[src/ppc_map.vh]
// register offsets, field positions, reset values and timing constants of the port controller
`ifndef PPC_MAP_VH
`define PPC_MAP_VH

// ----------------------------------------------------------------
// register offsets
// ----------------------------------------------------------------
`define PPC_OFS_INT 8'h00
`define PPC_OFS_CFG 8'h0A
`define PPC_OFS_CUT 8'h0E
`define PPC_OFS_CMD 8'h12
`define PPC_OFS_RET 8'h13
`define PPC_OFS_RET_LAST 8'h1C
`define PPC_OFS_STAT 8'h1D

// ----------------------------------------------------------------
// field positions
// ----------------------------------------------------------------
`define PPC_CFG_MODE_LO 0
`define PPC_CFG_MODE_HI 1
`define PPC_CFG_DISC_EN 2
`define PPC_CFG_HIGH_POWER 3
`define PPC_STAT_OVERTEMP 6
`define PPC_STAT_UVLO 5
`define PPC_STAT_BACKOFF 0
`define PPC_INT_OVERTEMP 6
`define PPC_INT_UVLO 5
`define PPC_CMD_PARAM_LO 0
`define PPC_CMD_PARAM_HI 1
`define PPC_CMD_CODE_LO 2
`define PPC_CMD_CODE_HI 4

// ----------------------------------------------------------------
// reset values
// ----------------------------------------------------------------
`define PPC_CFG_RESET 8'h04
`define PPC_CUT_RESET 8'h75

// ----------------------------------------------------------------
// port modes
// ----------------------------------------------------------------
`define PPC_MODE_SHUTDOWN 2'h0
`define PPC_MODE_MANUAL 2'h1
`define PPC_MODE_SEMIAUTO 2'h2
`define PPC_MODE_AUTO 2'h3

// ----------------------------------------------------------------
// command codes
// ----------------------------------------------------------------
`define PPC_CMD_PORT_ON 3'h0
`define PPC_CMD_PORT_OFF 3'h1
`define PPC_CMD_PORT_RESET 3'h2
`define PPC_CMD_CHIP_RESET 3'h3
`define PPC_CMD_BACKOFF 3'h4
`define PPC_CMD_MEAS_CURRENT 3'h5
`define PPC_CMD_MEAS_VEE 3'h6

// ----------------------------------------------------------------
// classification results, automatic thresholds and the VEE return slot
// ----------------------------------------------------------------
`define PPC_CLASS_4 3'h4
`define PPC_CLASS_OVL 3'h6
`define PPC_CUT_CLASS1 8'h1F
`define PPC_CUT_CLASS2 8'h3A
`define PPC_CUT_HIGH 8'hC0
`define PPC_VEE_SLOT 3'h4

// ----------------------------------------------------------------
// timing
// ----------------------------------------------------------------
`define PPC_CLK_KHZ 10000
`define PPC_T_CUT_MS 60
// 60 ms of overload at the 10 MHz clock
`define PPC_CUT_CYCLES 20'd600000

`endif

[src/ppc_top.v]
// register bank and global logic of the four-port power-sourcing controller
`timescale 1ns/1ps
`default_nettype none
`include "ppc_map.vh"

module ppc_top #(
  parameter [19:0] CUT_CYCLES = `PPC_CUT_CYCLES
) (
  input wire CLK,
  input wire RST,
  input wire [7:0] REG_ADDR,
  input wire REG_WR,
  input wire REG_RD,
  input wire [7:0] REG_WDATA,
  output reg [7:0] REG_RDATA,
  input wire OVERTEMP,
  input wire VEE_UVLO,
  input wire [15:0] VEE_MV,
  input wire [63:0] PORT_CURRENT,
  input wire [3:0] DET_GOOD,
  input wire [3:0] CLASS_VALID,
  input wire [11:0] CLASS_RESULT,
  input wire [3:0] DISCONNECT,
  output wire [3:0] PORT_POWER,
  output wire [3:0] DET_ENABLE,
  output wire [3:0] CLASS_REQ,
  output wire [3:0] MARK_REQ,
  output wire [3:0] CLASS_ERR,
  output wire [3:0] LIMIT_HIGH,
  output wire DET_BACKOFF,
  output wire INT_N
);

  // ----------------------------------------------------------------
  // state
  // ----------------------------------------------------------------
  reg [7:0] cfg_reg [0:3];
  reg [7:0] cut_reg [0:3];
  reg [15:0] meas_reg [0:4];
  reg overtemp_reg;
  reg uvlo_reg;
  reg backoff_reg;
  reg int_ot_reg;
  reg int_uv_reg;
  reg chip_rst_reg;
  reg [3:0] man_on_reg;
  reg [3:0] man_off_reg;
  reg [3:0] port_rst_reg;

  wire dev_rst;
  wire [7:0] cfg_off;
  wire [7:0] cut_off;
  wire [7:0] ret_off;
  wire hit_cfg;
  wire hit_cut;
  wire hit_ret;
  wire cmd_wr;
  wire [2:0] cmd_code;
  wire [1:0] cmd_param;
  wire [7:0] int_value;
  wire [7:0] stat_value;
  wire [3:0] trip;
  wire [3:0] cut_load;
  wire [11:0] class_first;
  wire [15:0] ret_word;
  reg [7:0] rd_mux;
  integer i;
  integer k;

  // undervoltage holds the port and configuration logic in reset, while the
  // status and interrupt flops keep running so the change is still reported
  assign dev_rst = RST | chip_rst_reg | uvlo_reg;

  // ----------------------------------------------------------------
  // address decode
  // ----------------------------------------------------------------
  assign cfg_off = REG_ADDR - `PPC_OFS_CFG;
  assign cut_off = REG_ADDR - `PPC_OFS_CUT;
  assign ret_off = REG_ADDR - `PPC_OFS_RET;
  assign hit_cfg = REG_ADDR >= `PPC_OFS_CFG && REG_ADDR < `PPC_OFS_CUT;
  assign hit_cut = REG_ADDR >= `PPC_OFS_CUT && REG_ADDR < `PPC_OFS_CMD;
  assign hit_ret = REG_ADDR >= `PPC_OFS_RET && REG_ADDR <= `PPC_OFS_RET_LAST;
  assign cmd_wr = REG_WR && REG_ADDR == `PPC_OFS_CMD;
  assign cmd_code = REG_WDATA[`PPC_CMD_CODE_HI:`PPC_CMD_CODE_LO];
  assign cmd_param = REG_WDATA[`PPC_CMD_PARAM_HI:`PPC_CMD_PARAM_LO];

  // ----------------------------------------------------------------
  // automatic threshold by class and high-power bit
  // ----------------------------------------------------------------
  function [7:0] auto_cut;
    input [2:0] cls;
    input high;
    begin
      case (cls)
        3'h1: auto_cut = `PPC_CUT_CLASS1;
        3'h2: auto_cut = `PPC_CUT_CLASS2;
        3'h4: auto_cut = high ? `PPC_CUT_HIGH : `PPC_CUT_RESET;
        default: auto_cut = `PPC_CUT_RESET;
      endcase
    end
  endfunction

  // ----------------------------------------------------------------
  // configuration and threshold registers
  // ----------------------------------------------------------------
  always @(posedge CLK) begin
    if (dev_rst) begin
      for (i = 0; i < 4; i = i + 1) begin
        cfg_reg[i] <= `PPC_CFG_RESET;
        cut_reg[i] <= `PPC_CUT_RESET;
      end
    end else begin
      for (i = 0; i < 4; i = i + 1) begin
        // a host write wins over the automatic load in the same cycle
        if (REG_WR && hit_cut && cut_off[1:0] == i[1:0]) begin
          cut_reg[i] <= REG_WDATA;
        end else if (cut_load[i]) begin
          cut_reg[i] <= auto_cut(class_first[3*i +: 3],
                                 cfg_reg[i][`PPC_CFG_HIGH_POWER]);
        end
      end
      if (REG_WR && hit_cfg) begin
        cfg_reg[cfg_off[1:0]] <= {4'h0, REG_WDATA[3:0]};
      end
    end
  end

  // ----------------------------------------------------------------
  // command register: decoded into one-cycle strobes, except back-off, which toggles a held bit
  // ----------------------------------------------------------------
  always @(posedge CLK) begin
    if (RST) begin
      chip_rst_reg <= 1'b0;
    end else begin
      chip_rst_reg <= cmd_wr && cmd_code == `PPC_CMD_CHIP_RESET;
    end
  end

  always @(posedge CLK) begin
    if (dev_rst) begin
      man_on_reg <= 4'h0;
      man_off_reg <= 4'h0;
      port_rst_reg <= 4'h0;
      backoff_reg <= 1'b0;
    end else begin
      man_on_reg <= 4'h0;
      man_off_reg <= 4'h0;
      port_rst_reg <= 4'h0;
      if (cmd_wr) begin
        case (cmd_code)
          `PPC_CMD_PORT_ON: man_on_reg[cmd_param] <= 1'b1;
          `PPC_CMD_PORT_OFF: man_off_reg[cmd_param] <= 1'b1;
          `PPC_CMD_PORT_RESET: port_rst_reg[cmd_param] <= 1'b1;
          `PPC_CMD_BACKOFF: begin
            if (cmd_param == 2'h0) begin
              backoff_reg <= ~backoff_reg;
            end
          end
          default: begin
          end
        endcase
      end
    end
  end

  // ----------------------------------------------------------------
  // measurement return registers
  // ----------------------------------------------------------------
  // only a measurement command loads them; a later port shutdown keeps the value
  always @(posedge CLK) begin
    if (dev_rst) begin
      for (k = 0; k < 5; k = k + 1) begin
        meas_reg[k] <= 16'h0000;
      end
    end else if (cmd_wr) begin
      if (cmd_code == `PPC_CMD_MEAS_CURRENT) begin
        meas_reg[{1'b0, cmd_param}] <= PORT_POWER[cmd_param] ?
          PORT_CURRENT[16*cmd_param +: 16] : 16'h0000;
      end else if (cmd_code == `PPC_CMD_MEAS_VEE) begin
        meas_reg[`PPC_VEE_SLOT] <= VEE_MV;
      end
    end
  end

  // ----------------------------------------------------------------
  // device status and interrupt
  // ----------------------------------------------------------------
  always @(posedge CLK) begin
    if (RST) begin
      overtemp_reg <= 1'b0;
      uvlo_reg <= 1'b0;
      int_ot_reg <= 1'b0;
      int_uv_reg <= 1'b0;
    end else begin
      overtemp_reg <= OVERTEMP;
      uvlo_reg <= VEE_UVLO;
      // a change in the cycle of the clearing read still sets the bit
      if (overtemp_reg != OVERTEMP) begin
        int_ot_reg <= 1'b1;
      end else if (REG_RD && REG_ADDR == `PPC_OFS_STAT) begin
        int_ot_reg <= 1'b0;
      end
      if (uvlo_reg != VEE_UVLO) begin
        int_uv_reg <= 1'b1;
      end else if (REG_RD && REG_ADDR == `PPC_OFS_STAT) begin
        int_uv_reg <= 1'b0;
      end
    end
  end

  assign int_value = {1'b0, int_ot_reg, int_uv_reg, 5'h00};
  assign stat_value = {1'b0, overtemp_reg, uvlo_reg, 4'h0, backoff_reg};
  assign INT_N = ~(|int_value);
  assign DET_BACKOFF = backoff_reg;

  // ----------------------------------------------------------------
  // read path
  // ----------------------------------------------------------------
  assign ret_word = meas_reg[ret_off[3:1]];

  always @* begin
    rd_mux = 8'h00;
    if (REG_ADDR == `PPC_OFS_INT) begin
      rd_mux = int_value;
    end else if (hit_cfg) begin
      rd_mux = cfg_reg[cfg_off[1:0]];
    end else if (hit_cut) begin
      rd_mux = cut_reg[cut_off[1:0]];
    end else if (hit_ret) begin
      rd_mux = ret_off[0] ? ret_word[15:8] : ret_word[7:0];
    end else if (REG_ADDR == `PPC_OFS_STAT) begin
      rd_mux = stat_value;
    end
    // the command register and unmapped offsets fall through to zero
  end

  always @(posedge CLK) begin
    if (RST) begin
      REG_RDATA <= 8'h00;
    end else if (REG_RD) begin
      REG_RDATA <= rd_mux;
    end
  end

  // ----------------------------------------------------------------
  // per-port sequencers and overload timers
  // ----------------------------------------------------------------
  genvar p;
  generate
    for (p = 0; p < 4; p = p + 1) begin : g_port
      // limit is a static select; the analog side picks 850 or 425 mA from it
      assign LIMIT_HIGH[p] = cfg_reg[p][`PPC_CFG_HIGH_POWER];

      ppc_port u_port (
        .clk(CLK),
        .rst(dev_rst),
        .mode(cfg_reg[p][`PPC_CFG_MODE_HI:`PPC_CFG_MODE_LO]),
        .disc_en(cfg_reg[p][`PPC_CFG_DISC_EN]),
        .det_good(DET_GOOD[p]),
        .class_valid(CLASS_VALID[p]),
        .class_result(CLASS_RESULT[3*p +: 3]),
        .disconnect(DISCONNECT[p]),
        .trip(trip[p]),
        .man_on(man_on_reg[p]),
        .man_off(man_off_reg[p]),
        .port_rst(port_rst_reg[p]),
        .power(PORT_POWER[p]),
        .det_en(DET_ENABLE[p]),
        .class_req(CLASS_REQ[p]),
        .mark_req(MARK_REQ[p]),
        .class_err(CLASS_ERR[p]),
        .cut_load(cut_load[p]),
        .class_first(class_first[3*p +: 3])
      );

      ppc_cut_timer #(
        .CUT_CYCLES(CUT_CYCLES)
      ) u_cut (
        .clk(CLK),
        .rst(dev_rst),
        .powered(PORT_POWER[p]),
        .current(PORT_CURRENT[16*p +: 16]),
        .cut(cut_reg[p]),
        .trip(trip[p])
      );
    end
  endgenerate

endmodule // ppc_top

`default_nettype wire

[src/ppc_cut_timer.v]
// overload cut timer for one port
`timescale 1ns/1ps
`default_nettype none

module ppc_cut_timer #(
  parameter [19:0] CUT_CYCLES = 20'd600000
) (
  input wire clk,
  input wire rst,
  input wire powered,
  input wire [15:0] current,
  input wire [7:0] cut,
  output reg trip
);

  reg [19:0] cnt_reg;
  wire [15:0] limit_units;
  wire over;

  // one threshold step is 32 units of the 100 uA current scale
  assign limit_units = {3'h0, cut, 5'h00};
  // threshold is read live, so a host write takes effect at once
  assign over = current > limit_units;

  always @(posedge clk) begin
    if (rst) begin
      cnt_reg <= 20'h00000;
      trip <= 1'b0;
    end else begin
      trip <= 1'b0;
      if (!powered || !over) begin
        cnt_reg <= 20'h00000;
      end else if (cnt_reg == CUT_CYCLES - 20'h00001) begin
        cnt_reg <= 20'h00000;
        trip <= 1'b1;
      end else begin
        cnt_reg <= cnt_reg + 20'h00001;
      end
    end
  end

endmodule // ppc_cut_timer

`default_nettype wire

[src/ppc_port.v]
// per-port mode, detection, classification and power sequencer
`timescale 1ns/1ps
`default_nettype none
`include "ppc_map.vh"

module ppc_port (
  input wire clk,
  input wire rst,
  input wire [1:0] mode,
  input wire disc_en,
  input wire det_good,
  input wire class_valid,
  input wire [2:0] class_result,
  input wire disconnect,
  input wire trip,
  input wire man_on,
  input wire man_off,
  input wire port_rst,
  output reg power,
  output wire det_en,
  output wire class_req,
  output wire mark_req,
  output reg class_err,
  output wire cut_load,
  output reg [2:0] class_first
);

  localparam [2:0] S_OFF = 3'h0;
  localparam [2:0] S_DET = 3'h1;
  localparam [2:0] S_CLS1 = 3'h2;
  localparam [2:0] S_MARK1 = 3'h3;
  localparam [2:0] S_CLS2 = 3'h4;
  localparam [2:0] S_MARK2 = 3'h5;
  localparam [2:0] S_HOLD = 3'h6;
  localparam [2:0] S_PWR = 3'h7;

  reg [2:0] state_reg;
  reg [2:0] state_next;
  reg err_next;
  wire is_auto;
  wire is_manual;
  wire is_semi;
  wire drop;

  assign is_auto = mode == `PPC_MODE_AUTO;
  assign is_manual = mode == `PPC_MODE_MANUAL;
  assign is_semi = mode == `PPC_MODE_SEMIAUTO;
  // disconnect only removes power when enabled for the port
  assign drop = man_off | trip | (disconnect & disc_en);
  assign det_en = state_reg == S_DET;
  assign class_req = (state_reg == S_CLS1) || (state_reg == S_CLS2);
  assign mark_req = (state_reg == S_MARK1) || (state_reg == S_MARK2);
  // semiauto never loads the threshold, it keeps what the host wrote
  assign cut_load = is_auto && state_next == S_PWR && state_reg != S_PWR;

  always @* begin
    state_next = state_reg;
    err_next = class_err;
    if (mode == `PPC_MODE_SHUTDOWN || port_rst) begin
      state_next = S_OFF;
      err_next = 1'b0;
    end else begin
      case (state_reg)
        S_OFF: begin
          if (is_auto || is_semi) begin
            state_next = S_DET;
          end else if (man_on) begin
            state_next = S_CLS1;
          end
        end
        S_DET: begin
          if (is_manual) begin
            state_next = S_OFF;
          end else if (det_good) begin
            state_next = S_CLS1;
          end
        end
        S_CLS1: begin
          if (class_valid) begin
            err_next = 1'b0;
            if (class_result == `PPC_CLASS_OVL) begin
              err_next = 1'b1;
              state_next = S_HOLD;
            end else if (class_result == `PPC_CLASS_4 && !is_semi) begin
              state_next = S_MARK1;
            end else if (is_semi) begin
              state_next = S_HOLD;
            end else begin
              state_next = S_PWR;
            end
          end
        end
        S_MARK1: begin
          state_next = S_CLS2;
        end
        S_CLS2: begin
          if (class_valid) begin
            if (class_result == class_first) begin
              state_next = S_MARK2;
            end else begin
              err_next = 1'b1;
              state_next = S_HOLD;
            end
          end
        end
        S_MARK2: begin
          state_next = is_semi ? S_HOLD : S_PWR;
        end
        S_HOLD: begin
          if (is_auto && !det_good) begin
            state_next = S_DET;
          end else if (is_semi && man_on && !class_err) begin
            state_next = S_PWR;
          end else if (is_manual && man_on) begin
            state_next = S_CLS1;
          end
        end
        S_PWR: begin
          if (drop) begin
            state_next = S_OFF;
          end
        end
        default: begin
          state_next = S_OFF;
        end
      endcase
    end
  end

  always @(posedge clk) begin
    if (rst) begin
      state_reg <= S_OFF;
      class_err <= 1'b0;
      power <= 1'b0;
      class_first <= 3'h0;
    end else begin
      state_reg <= state_next;
      class_err <= err_next;
      power <= state_next == S_PWR;
      if (state_reg == S_CLS1 && class_valid) begin
        class_first <= class_result;
      end
    end
  end

endmodule // ppc_port

`default_nettype wire

[config.mk]
export PLATFORM = sky130hd
export DESIGN_NAME = ppc_top
export DESIGN_NICKNAME = d
export VERILOG_FILES = /design/src/ppc_top.v /design/src/ppc_cut_timer.v /design/src/ppc_port.v
export VERILOG_INCLUDE_DIRS = /design/src
export SDC_FILE = /design/constraint.sdc
export NUM_CORES = 1
export LEC_CHECK = 0
export ABC_AREA = 1
export BUFFER_PORTS_ARGS = -buffer_cell sky130_fd_sc_hd__buf_2
export CORE_MARGIN = 4
export CORE_UTILIZATION = 25
export DETAILED_ROUTE_END_ITERATION = 6
export SETUP_SLACK_MARGIN = 0.3
export SLEW_MARGIN = 20
export SYNTH_ARGS = -nofsm -noshare
export SYNTH_HDL_FRONTEND = slang
export SYNTH_HIERARCHICAL = 1
export SYNTH_SLANG_ARGS = --single-unit
[constraint.sdc]
create_clock -name CLK -period 5.3 [get_ports CLK]
set_input_delay 1.06 -clock CLK [delete_from_list [all_inputs] [get_ports CLK]]
set_output_delay 1.06 -clock CLK [all_outputs]
set_load 0.1 [all_outputs]
==> impl_metrics.toml, run 1 <==
[yosys]
synth.most_common_cell = "nand2_1"
synth_area_mm2 = 0.01876
synth_top_area_share_pct = 28.17
synth_cell_types = 48
postSynthAreaPerCell_um2 = 7.805
synthArstFlopShare_pct = 0
ys_seq_area_share_pct = 43.32
synth_warnings = 6
synth_ff_type = "edfxtp_1"
yosys-top-cells-area = "edfxtp_1, dfxtp_1, nand2_1, nor2_1, inv_1"
synth_seq_cells = 318
synth.largest_area_cell = "edfxtp_1"
syn_inst = 2404
synth_edf_count = 176
synth_commonest_cells = "nand2_1, nor2_1, inv_1, edfxtp_1, nand3_1"

[layout]
nFillCells = 8026
instances_no_fill = 3618
largest_reg_flops = 128
drive_above_1_share_pct = 20.30
multiInputGateArea_mm2 = 0.009273
nets = 2768
regArea_mm2 = 0.008128
area_growth_pct = 16.85

[global_routing]
grt_pass1_vias = 15457
grt_use_met3_pct = 5.987
track_usage_pct = 14.94
grt.busiest_layer = "met2"
grt_max_degree = 45
grt_util_met1_pct = 18.87
use_met2_pct = 23.27
antenna_found_initial = 48
grt_first_pass_wirelength_mm = 90.17
grt_overflow = 0

[clocking]
post-cts-setup-buffers = 0
clk_pin_slew_ps = 60
cts_hold_buffers = 0
h-tree-depth = 2
cts_made_buffers = 38
cts-resized-gates = 0
clock-sinks = 318
cts_tree = "done"
clkLatencyLatePin_ps = 570
cts_buffer_depth = 3
cts-root-buf = "clkbuf_16"

[detailed_routing]
vias_per_cell = 4.488
dr.pass1.iters = 7
wl_per_cell_um = 16.62
drtAntennaViolNets = 0
drtIter0Drc = 1445
drc = 1
wl_mm = 60.14
num_vias = 16239

[placement]
io_buffers = 159
gp_congestion = 0.8893
dp.final_hpwl_mm = 47.20
dp.cells = 3531

[sta]
fin_skew_ps = 26.00
slew_headroom_pct = 35.72
drv_slew = 0
tightest_slew_ps = 961.9
final-hold-violation-count = 0
finalWorstPathRequiredPeriod_ps = 3889
setup_viol = 0
fin_setup_tns_ps = 0
min_period_over_period_pct = 73.37
rsz0062_at_grt = "no"
fmax_ghz = 0.2572

[setup_path]
rrSetupSlack_ps = 2140
path_class = "input port to flip-flop"
arrival_ps = 4200
start_kind = "input port"
endpoint_kind = "flip-flop"
critPathMaxFanout = 19
critPathRequiredTime_ps = 5610

[floorplan]
fp.dieW_um = 282.0
rows = 100
die-height_um = 282.0
core_mm2 = 0.07445
initial_core_util_pct = 25.21
io_pins = 160
dieArea_mm2 = 0.07950

[min_path]
hold_path.class = "flip-flop to flip-flop"

[status]
status = "finished, violations left"
violations = "DRC"

[pwr]
p_per_area_mw_per_mm2 = 263.8
peakVddDrop_mv = 0.1854
p_leak_nw = 9.213

[job]
maxCapViolCount = 0
==> report_power, final <==
| group | internal [mW] | leakage [nW] | switching [mW] |
|---|---|---|---|
| sequential | 2.65 | 2.94 | 0.0274 |
| clock | 1.47 | 0.577 | 1.09 |
| combinational | 0.153 | 5.69 | 0.392 |
==> cell families after synthesis <==
| group | count (synthesis) | synth area share (%) |
|---|---|---|
| AO/OA/AOI/OAI | 233 | 7.095 |
| buffers and inverters | 373 | 8.248 |
| adder cells (fa/ha/maj) | 40 | 2.667 |
| other | 1 | 0.01998 |
| flip-flops | 318 | 43.32 |
| AND/OR/NAND/NOR | 1380 | 35.90 |
| XOR/XNOR | 59 | 2.754 |
==> final timing paths <==
kind                                          from                               endpoint  cells past startpoint
min          g_port[3].u_cut/cnt_reg[0]$_SDFF_PP0_  g_port[3].u_cut/cnt_reg[0]$_SDFF_PP0_                      1
max reg2reg                    uvlo_reg$_SDFF_PP0_          meas_reg[3][13]$_SDFFCE_PN0P_                     10
max                                    REG_ADDR[0]          meas_reg[3][13]$_SDFFCE_PN0P_                     10
min reg2reg  g_port[3].u_cut/cnt_reg[0]$_SDFF_PP0_  g_port[3].u_cut/cnt_reg[0]$_SDFF_PP0_                      1
==> cell type report <==
class,count,share of cell area [%]
multi-input cells,1760,42.29
diodes,18,0.2054
clock buffers,51,4.845
flip-flops and latches,318,37.07
well taps,969,5.530
repair buffers,171,4.097
inverters,313,5.364
clock inverters,18,0.5992
==> layout by cell type, fill, tap and decap left out, types with 5 or more instances in the layout <==
cell type and n:
nand3_2 38, nor3b_1 5, a21oi_1 56, a22oi_1 18
conb_1 48, nor2_1 385, o22ai_1 28, o211ai_1 7
nor2_2 113, nand2_4 24, clkinv_1 12, nand3b_1 13
xnor2_1 34, dfxtp_1 142, nor2_4 26, inv_1 272
or2_2 6, nand3_1 150, nand2_1 513, a211oi_1 8
nand2_2 45, inv_2 37, edfxtp_1 176, ha_1 39
nor3_1 29, clkbuf_1 9, xor2_1 25, buf_4 11
buf_2 159, o21ai_0 105, clkbuf_16 40, nor2_8 9
nand4_1 16, diode_2 18
==> layer usage <==
layer | vias to the layer above | part of all wire [%]
li1 | 8109 | -
met1 | 7402 | 41
met2 | 562 | 44
met3 | 142 | 12
met4 | 24 | 3.0
met5 | - | 0.27
==> stage by stage <==
stage / utilization [%] / hold WS, ps / instance area [um2] / total power, mW / setup WS, ps
finish: 29.45 / 455.0 / 21930 / 5.784 / 1411
global route: 29.41 / 468.0 / 21900 / 6.013 / 1230
CTS: 29.39 / 457.4 / 21880 / 5.849 / 1493
detailed placement: 27.78 / 441.6 / 20680 / 3.272 / 896.5
global placement: 27.78 / 437.9 / 20680 / 3.271 / 980.0
floorplan: - / 427.4 / 18940 / 3.048 / 2127
==> critical path: stages <==
cell and delay, ps:
buf_2 190, inv_1 340, nand2_2 330, nor4_4 470, nand2_4 130, nor2_8 330
nor2_1 130, nand3_2 390, nand2_1 450, buf_4 340
Note: power is estimated with default switching activity, not from simulation.
==> run 2, diff against run 1 <==
==> constraint.sdc (replaced) <==
create_clock -name CLK -period 3.8 [get_ports CLK]
set_input_delay 0.76 -clock CLK [delete_from_list [all_inputs] [get_ports CLK]]
set_output_delay 0.76 -clock CLK [all_outputs]
set_load 0.1 [all_outputs]
==> impl_metrics.toml, run 2 (synthesis gave the netlist of run 1 again) <==
[floorplan]
dieArea_mm2 = 0.07950
fp.dieW_um = 282.0
core_mm2 = 0.07445
rows = 100
die-height_um = 282.0
io_pins = 160
initial_core_util_pct = 25.21

[detailed_routing]
wl_mm = 61.03
wl_per_cell_um = 16.84
vias_per_cell = 4.512
dr.pass1.iters = 6
num_vias = 16353
drc = 0
drtAntennaViolNets = 0
drtIter0Drc = 1601

[layout]
nets = 2784
multiInputGateArea_mm2 = 0.009270
drive_above_1_share_pct = 21.00
largest_reg_flops = 128
most-common-layout-cells = "nand2_1, nor2_1, inv_1"
regArea_mm2 = 0.008128
final_common_cell = "nand2_1"
area_growth_pct = 17.80
nFillCells = 7976

[min_path]
hold_path.class = "flip-flop to flip-flop"
hold_end = "g_port[0].u_cut/cnt_reg[0]$_SDFF_PP0_"
hold_path_depth = 1
worstHoldStart = "g_port[0].u_cut/cnt_reg[0]$_SDFF_PP0_"

[clocking]
cts_hold_buffers = 0
clkLatencyLatePin_ps = 530
cts_made_buffers = 36
cts-root-buf = "clkbuf_16"
clk_pin_slew_ps = 60
cts_tree = "done"
clock-sinks = 318
cts_buffer_depth = 3
h-tree-depth = 2
post-cts-setup-buffers = 0
cts-resized-gates = 0

[job]
maxCapViolCount = 0

[setup_path]
start_kind = "input port"
reg2reg_from = "g_port[1].u_port/state_reg[1]$_SDFF_PP0_"
reg2reg_to = "cut_reg[1][5]$_SDFFCE_PN1P_"
path_class = "input port to flip-flop"
cp_cell_sequence = "buf_2 -> inv_1 -> ha_2 -> inv_2 -> buf_4 -> o21ai_0 -> o21ai_0 -> o21ai_0 -> o22ai_1 -> nand2_1 -> nand3_1 -> nand2_1 -> inv_1"
reg2regPathDepth = 12
arrival_ps = 3220
rrSetupSlack_ps = 1230
critPathSlowestCell = "ha_2"
endpoint_kind = "flip-flop"
cp_common_cell = "o21ai_0"
cp_slowest_stage_delay_ps = 390
critPathRequiredTime_ps = 4260
critPathMaxFanout = 18

[pwr]
p_leak_nw = 9.318
p_per_area_mw_per_mm2 = 374.6
peakVddDrop_mv = 0.2599
total_power_mw = 8.280

[global_routing]
grt_first_pass_wirelength_mm = 90.92
grt_pass1_vias = 15204
antenna_found_initial = 29
track_usage_pct = 15.00
grt_max_degree = 65
grt_overflow = 0

[sta]
min_period_over_period_pct = 72.69
rsz0062_at_grt = "no"
slew_headroom_pct = 40.75
fin_skew_ps = 17.23
tightest_slew_ps = 886.7
setup_viol = 0
whs_ps = 454.0
drv_slew = 0
fin_setup_tns_ps = 0
final-hold-violation-count = 0
finalWorstPathRequiredPeriod_ps = 2762
fmax_ghz = 0.3620

[placement]
gp_congestion = 0.8946
dp.final_hpwl_mm = 47.21
io_buffers = 159

[status]
status = "completed"
## run 2: worst max path at each step
stage / start / endpoint / slack, ps / depth (start not counted)
3_5_place_dp: REG_ADDR[0] / REG_RDATA[6]$_SDFFE_PP0P_ / 500 / 13
6_report: REG_ADDR[0] / REG_RDATA[6]$_SDFFE_PP0P_ / 1040 / 13
5_1_grt: REG_ADDR[0] / REG_RDATA[6]$_SDFFE_PP0P_ / 890 / 13
2_1_floorplan: g_port[0].u_port/state_reg[1]$_SDFF_PP0_ / cut_reg[0][4]$_SDFFCE_PN1P_ / 630 / 15
4_1_cts: REG_ADDR[0] / REG_RDATA[6]$_SDFFE_PP0P_ / 1050 / 13
3_3_place_gp: REG_ADDR[0] / REG_RDATA[6]$_SDFFE_PP0P_ / 550 / 13
## run 2: layout make-up
type,instances,share of cell area (%)
clock inverters,17,1.245
diodes,12,0.1358
inverters,313,5.321
clock buffers,46,4.432
flip-flops and latches,318,36.77
repair buffers,189,4.675
multi-input cells,1760,41.94
well taps,969,5.485
## run 2: critical path: cells and delay by family
family | cells | cell delay, ps
buf+inv | 5 | 1030
simple gates | 3 | 270
compound gates | 4 | 750
fa+ha+maj | 1 | 390
## run 2: stage by stage
stage          area, um2  util (%)  instances  setup slack [ps]
2_1_floorplan      18940         -       2451             627.4
3_3_place_gp       20820     27.97       3549             550.0
3_5_place_dp       20820     27.97       3549             504.5
4_1_cts            22070     29.65       3612              1046
5_1_grt            22080     29.66       3614             894.8
6_report           22110     29.69       3624              1038
## run 2: where the power goes
| group | total [mW] | leakage (nW) | switching [mW] | internal [mW] |
|---|---|---|---|---|
| registers | 3.73 | 2.94 | 0.0379 | 3.70 |
| clock network | 3.76 | 0.596 | 1.46 | 2.30 |
| logic | 0.783 | 5.78 | 0.560 | 0.224 |
## run 2: per-layer routing
metal	track usage (%)	routed length, um	part of all wire (%)	up-vias
li1	-	-	-	8116
met2	24.12	27400	45	606
met4	3.064	1155	1.9	8
met1	20.71	26420	43	7526
met5	0	56	0.092	-
met3	3.453	6003	9.8	97
==> run 3, diff against run 2 <==
==> constraint.sdc (replaced) <==
create_clock -name CLK -period 2.6 [get_ports CLK]
set_input_delay 0.52 -clock CLK [delete_from_list [all_inputs] [get_ports CLK]]
set_output_delay 0.52 -clock CLK [all_outputs]
set_load 0.1 [all_outputs]
==> impl_metrics.toml, run 3 (synthesis gave the netlist of run 1 again) <==
[sta]
fmax_ghz = 0.4493
fin_skew_ps = 20.55
fin_setup_tns_ps = 0
drv_slew = 0
tightest_slew_ps = 569.5
rsz0062_at_grt = "yes"
min_period_over_period_pct = 85.61
final-hold-violation-count = 0
finalWorstPathRequiredPeriod_ps = 2226
slew_headroom_pct = 62.30
setup_viol = 0

[detailed_routing]
num_vias = 16588
drc = 0
drtAntennaViolNets = 0
wl_per_cell_um = 16.81
wl_mm = 61.75
dr.pass1.iters = 5
drtIter0Drc = 1395
vias_per_cell = 4.515

[layout]
most-common-layout-cells = "nand2_1, nor2_1, inv_1"
instances_no_fill = 3674
area_growth_pct = 21.09
post-route-util_pct = 30.52
final_common_cell = "nand2_1"
largest_reg_flops = 128
drive_above_1_share_pct = 23.94
nFillCells = 7924
nets = 2828

[placement]
io_buffers = 159
dp.final_hpwl_mm = 48.51
dp.cells = 3584
gp_congestion = 0.9020

[job]
maxCapViolCount = 0

[setup_path]
reg2reg_from = "cfg_reg[2][0]$_SDFFCE_PN0P_"
critPathSlowestCell = "dfxtp_4"
cp_slowest_stage_delay_ps = 420
critPathMaxFanout = 9
worstSetupStartpoint = "g_port[0].u_port/state_reg[1]$_SDFF_PP0_"
critPathRequiredTime_ps = 2080
path_class = "flip-flop to primary output"
arrival_ps = 1710
rrSetupSlack_ps = 420
worstSetupEndpoint = "MARK_REQ[0]"
start_kind = "flip-flop"
cp_cell_sequence = "inv_1 -> nand2_1 -> nor2_1 -> or2_2 -> buf_6"
reg2regPathDepth = 16
reg2reg_to = "cut_reg[2][0]$_SDFFCE_PN1P_"
endpoint_kind = "primary output"

[floorplan]
die-height_um = 282.0
initial_core_util_pct = 25.21
io_pins = 160
core_mm2 = 0.07445
fp.dieW_um = 282.0
rows = 100
dieArea_mm2 = 0.07950

[global_routing]
grt_overflow = 0
track_usage_pct = 15.14
grt_pass1_vias = 15370
grt_max_degree = 36
antenna_found_initial = 42
grt_first_pass_wirelength_mm = 91.39

[clocking]
clock-sinks = 318
cts_tree = "done"
cts_hold_buffers = 0
cts-root-buf = "clkbuf_16"
clk_pin_slew_ps = 60
h-tree-depth = 2
cts_buffer_depth = 3
cts_made_buffers = 36
clkLatencyLatePin_ps = 560

[pwr]
p_per_area_mw_per_mm2 = 519.4
peakVddDrop_mv = 0.3879
p_leak_nw = 9.579

[min_path]
hold_path.class = "input port to flip-flop"
worstHoldStart = "OVERTEMP"

[status]
status = "completed"
## run 3: cell count changes in the layout (fill, tap and decap cells not counted), sizes merged
cell and change:
buf +41, clkinv +8, bufinv -5, diode +3, clkbuf +2, inv +2
clkinvlp -1
## run 3: repair_timing
| item | in CTS | in global routing |
|---|---|---|
| resized for setup | 24 | 44 |
| pin swaps | 0 | 5 |
| buffers inserted | 0 | 9 |
| setup endpoints to repair | 42 | 71 |
| gates cloned | 0 | 0 |
## run 3: worst min path at each step
stage	endpoint	slack [ps]	cells after the start
2_1_floorplan	g_port[0].u_cut/cnt_reg[0]$_SDFF_PP0_	430	1
5_1_grt	uvlo_reg$_SDFF_PP0_	220	3
3_5_place_dp	g_port[1].u_cut/cnt_reg[0]$_SDFF_PP0_	450	1
4_1_cts	uvlo_reg$_SDFF_PP0_	220	3
6_report	overtemp_reg$_SDFF_PP0_	230	3
3_3_place_gp	g_port[2].u_cut/cnt_reg[0]$_SDFF_PP0_	440	1
## run 3: through the flow
step / hold slack, ps / setup WS [ps] / power, mW / cell area [um2]
after floorplan: 427.4 / 111.4 / 6.216 / 18980
after global placement: 441.1 / 42.81 / 6.742 / 21270
after detailed placement: 445.2 / 33.18 / 6.744 / 21270
after CTS: 218.9 / 200.2 / 11.91 / 22480
after global routing: 224.4 / 215.0 / 12.25 / 22700
final: 228.7 / 374.1 / 11.80 / 22720
## run 3: final cells by class
class | instances | area, um2 | area share, %
Sequential cell | 318 | 8153 | 35.88
Tap cell | 969 | 1212 | 5.336
Antenna cell | 15 | 37.54 | 0.1652
Multi-Input combinational cell | 1760 | 9423 | 41.47
Clock inverter | 21 | 173.9 | 0.7654
Clock buffer | 45 | 987.2 | 4.345
Inverter | 313 | 1176 | 5.176
Timing Repair Buffer | 233 | 1559 | 6.861
## run 3: worst max-delay path: cells and delay by family (launching register included)
kind	cells	cell delay [ps]
buffers and inverters	2	240
and+or+nand+nor	3	480
DFF	1	420
## run 3: metal layers
metal	up-vias	wire length (um)	global-route usage [%]
li1	8209	-	-
met1	7593	26490	20.33
met2	640	26830	23.45
met3	130	6615	4.860
met4	16	1709	4.228
met5	-	98	0
## run 3: power breakdown
| part | switching, mW | leakage [nW] | internal, mW |
|---|---|---|---|
| clock | 2.23 | 0.563 | 2.92 |
| sequential | 0.0603 | 2.95 | 5.40 |
| combinational | 0.815 | 6.07 | 0.385 |
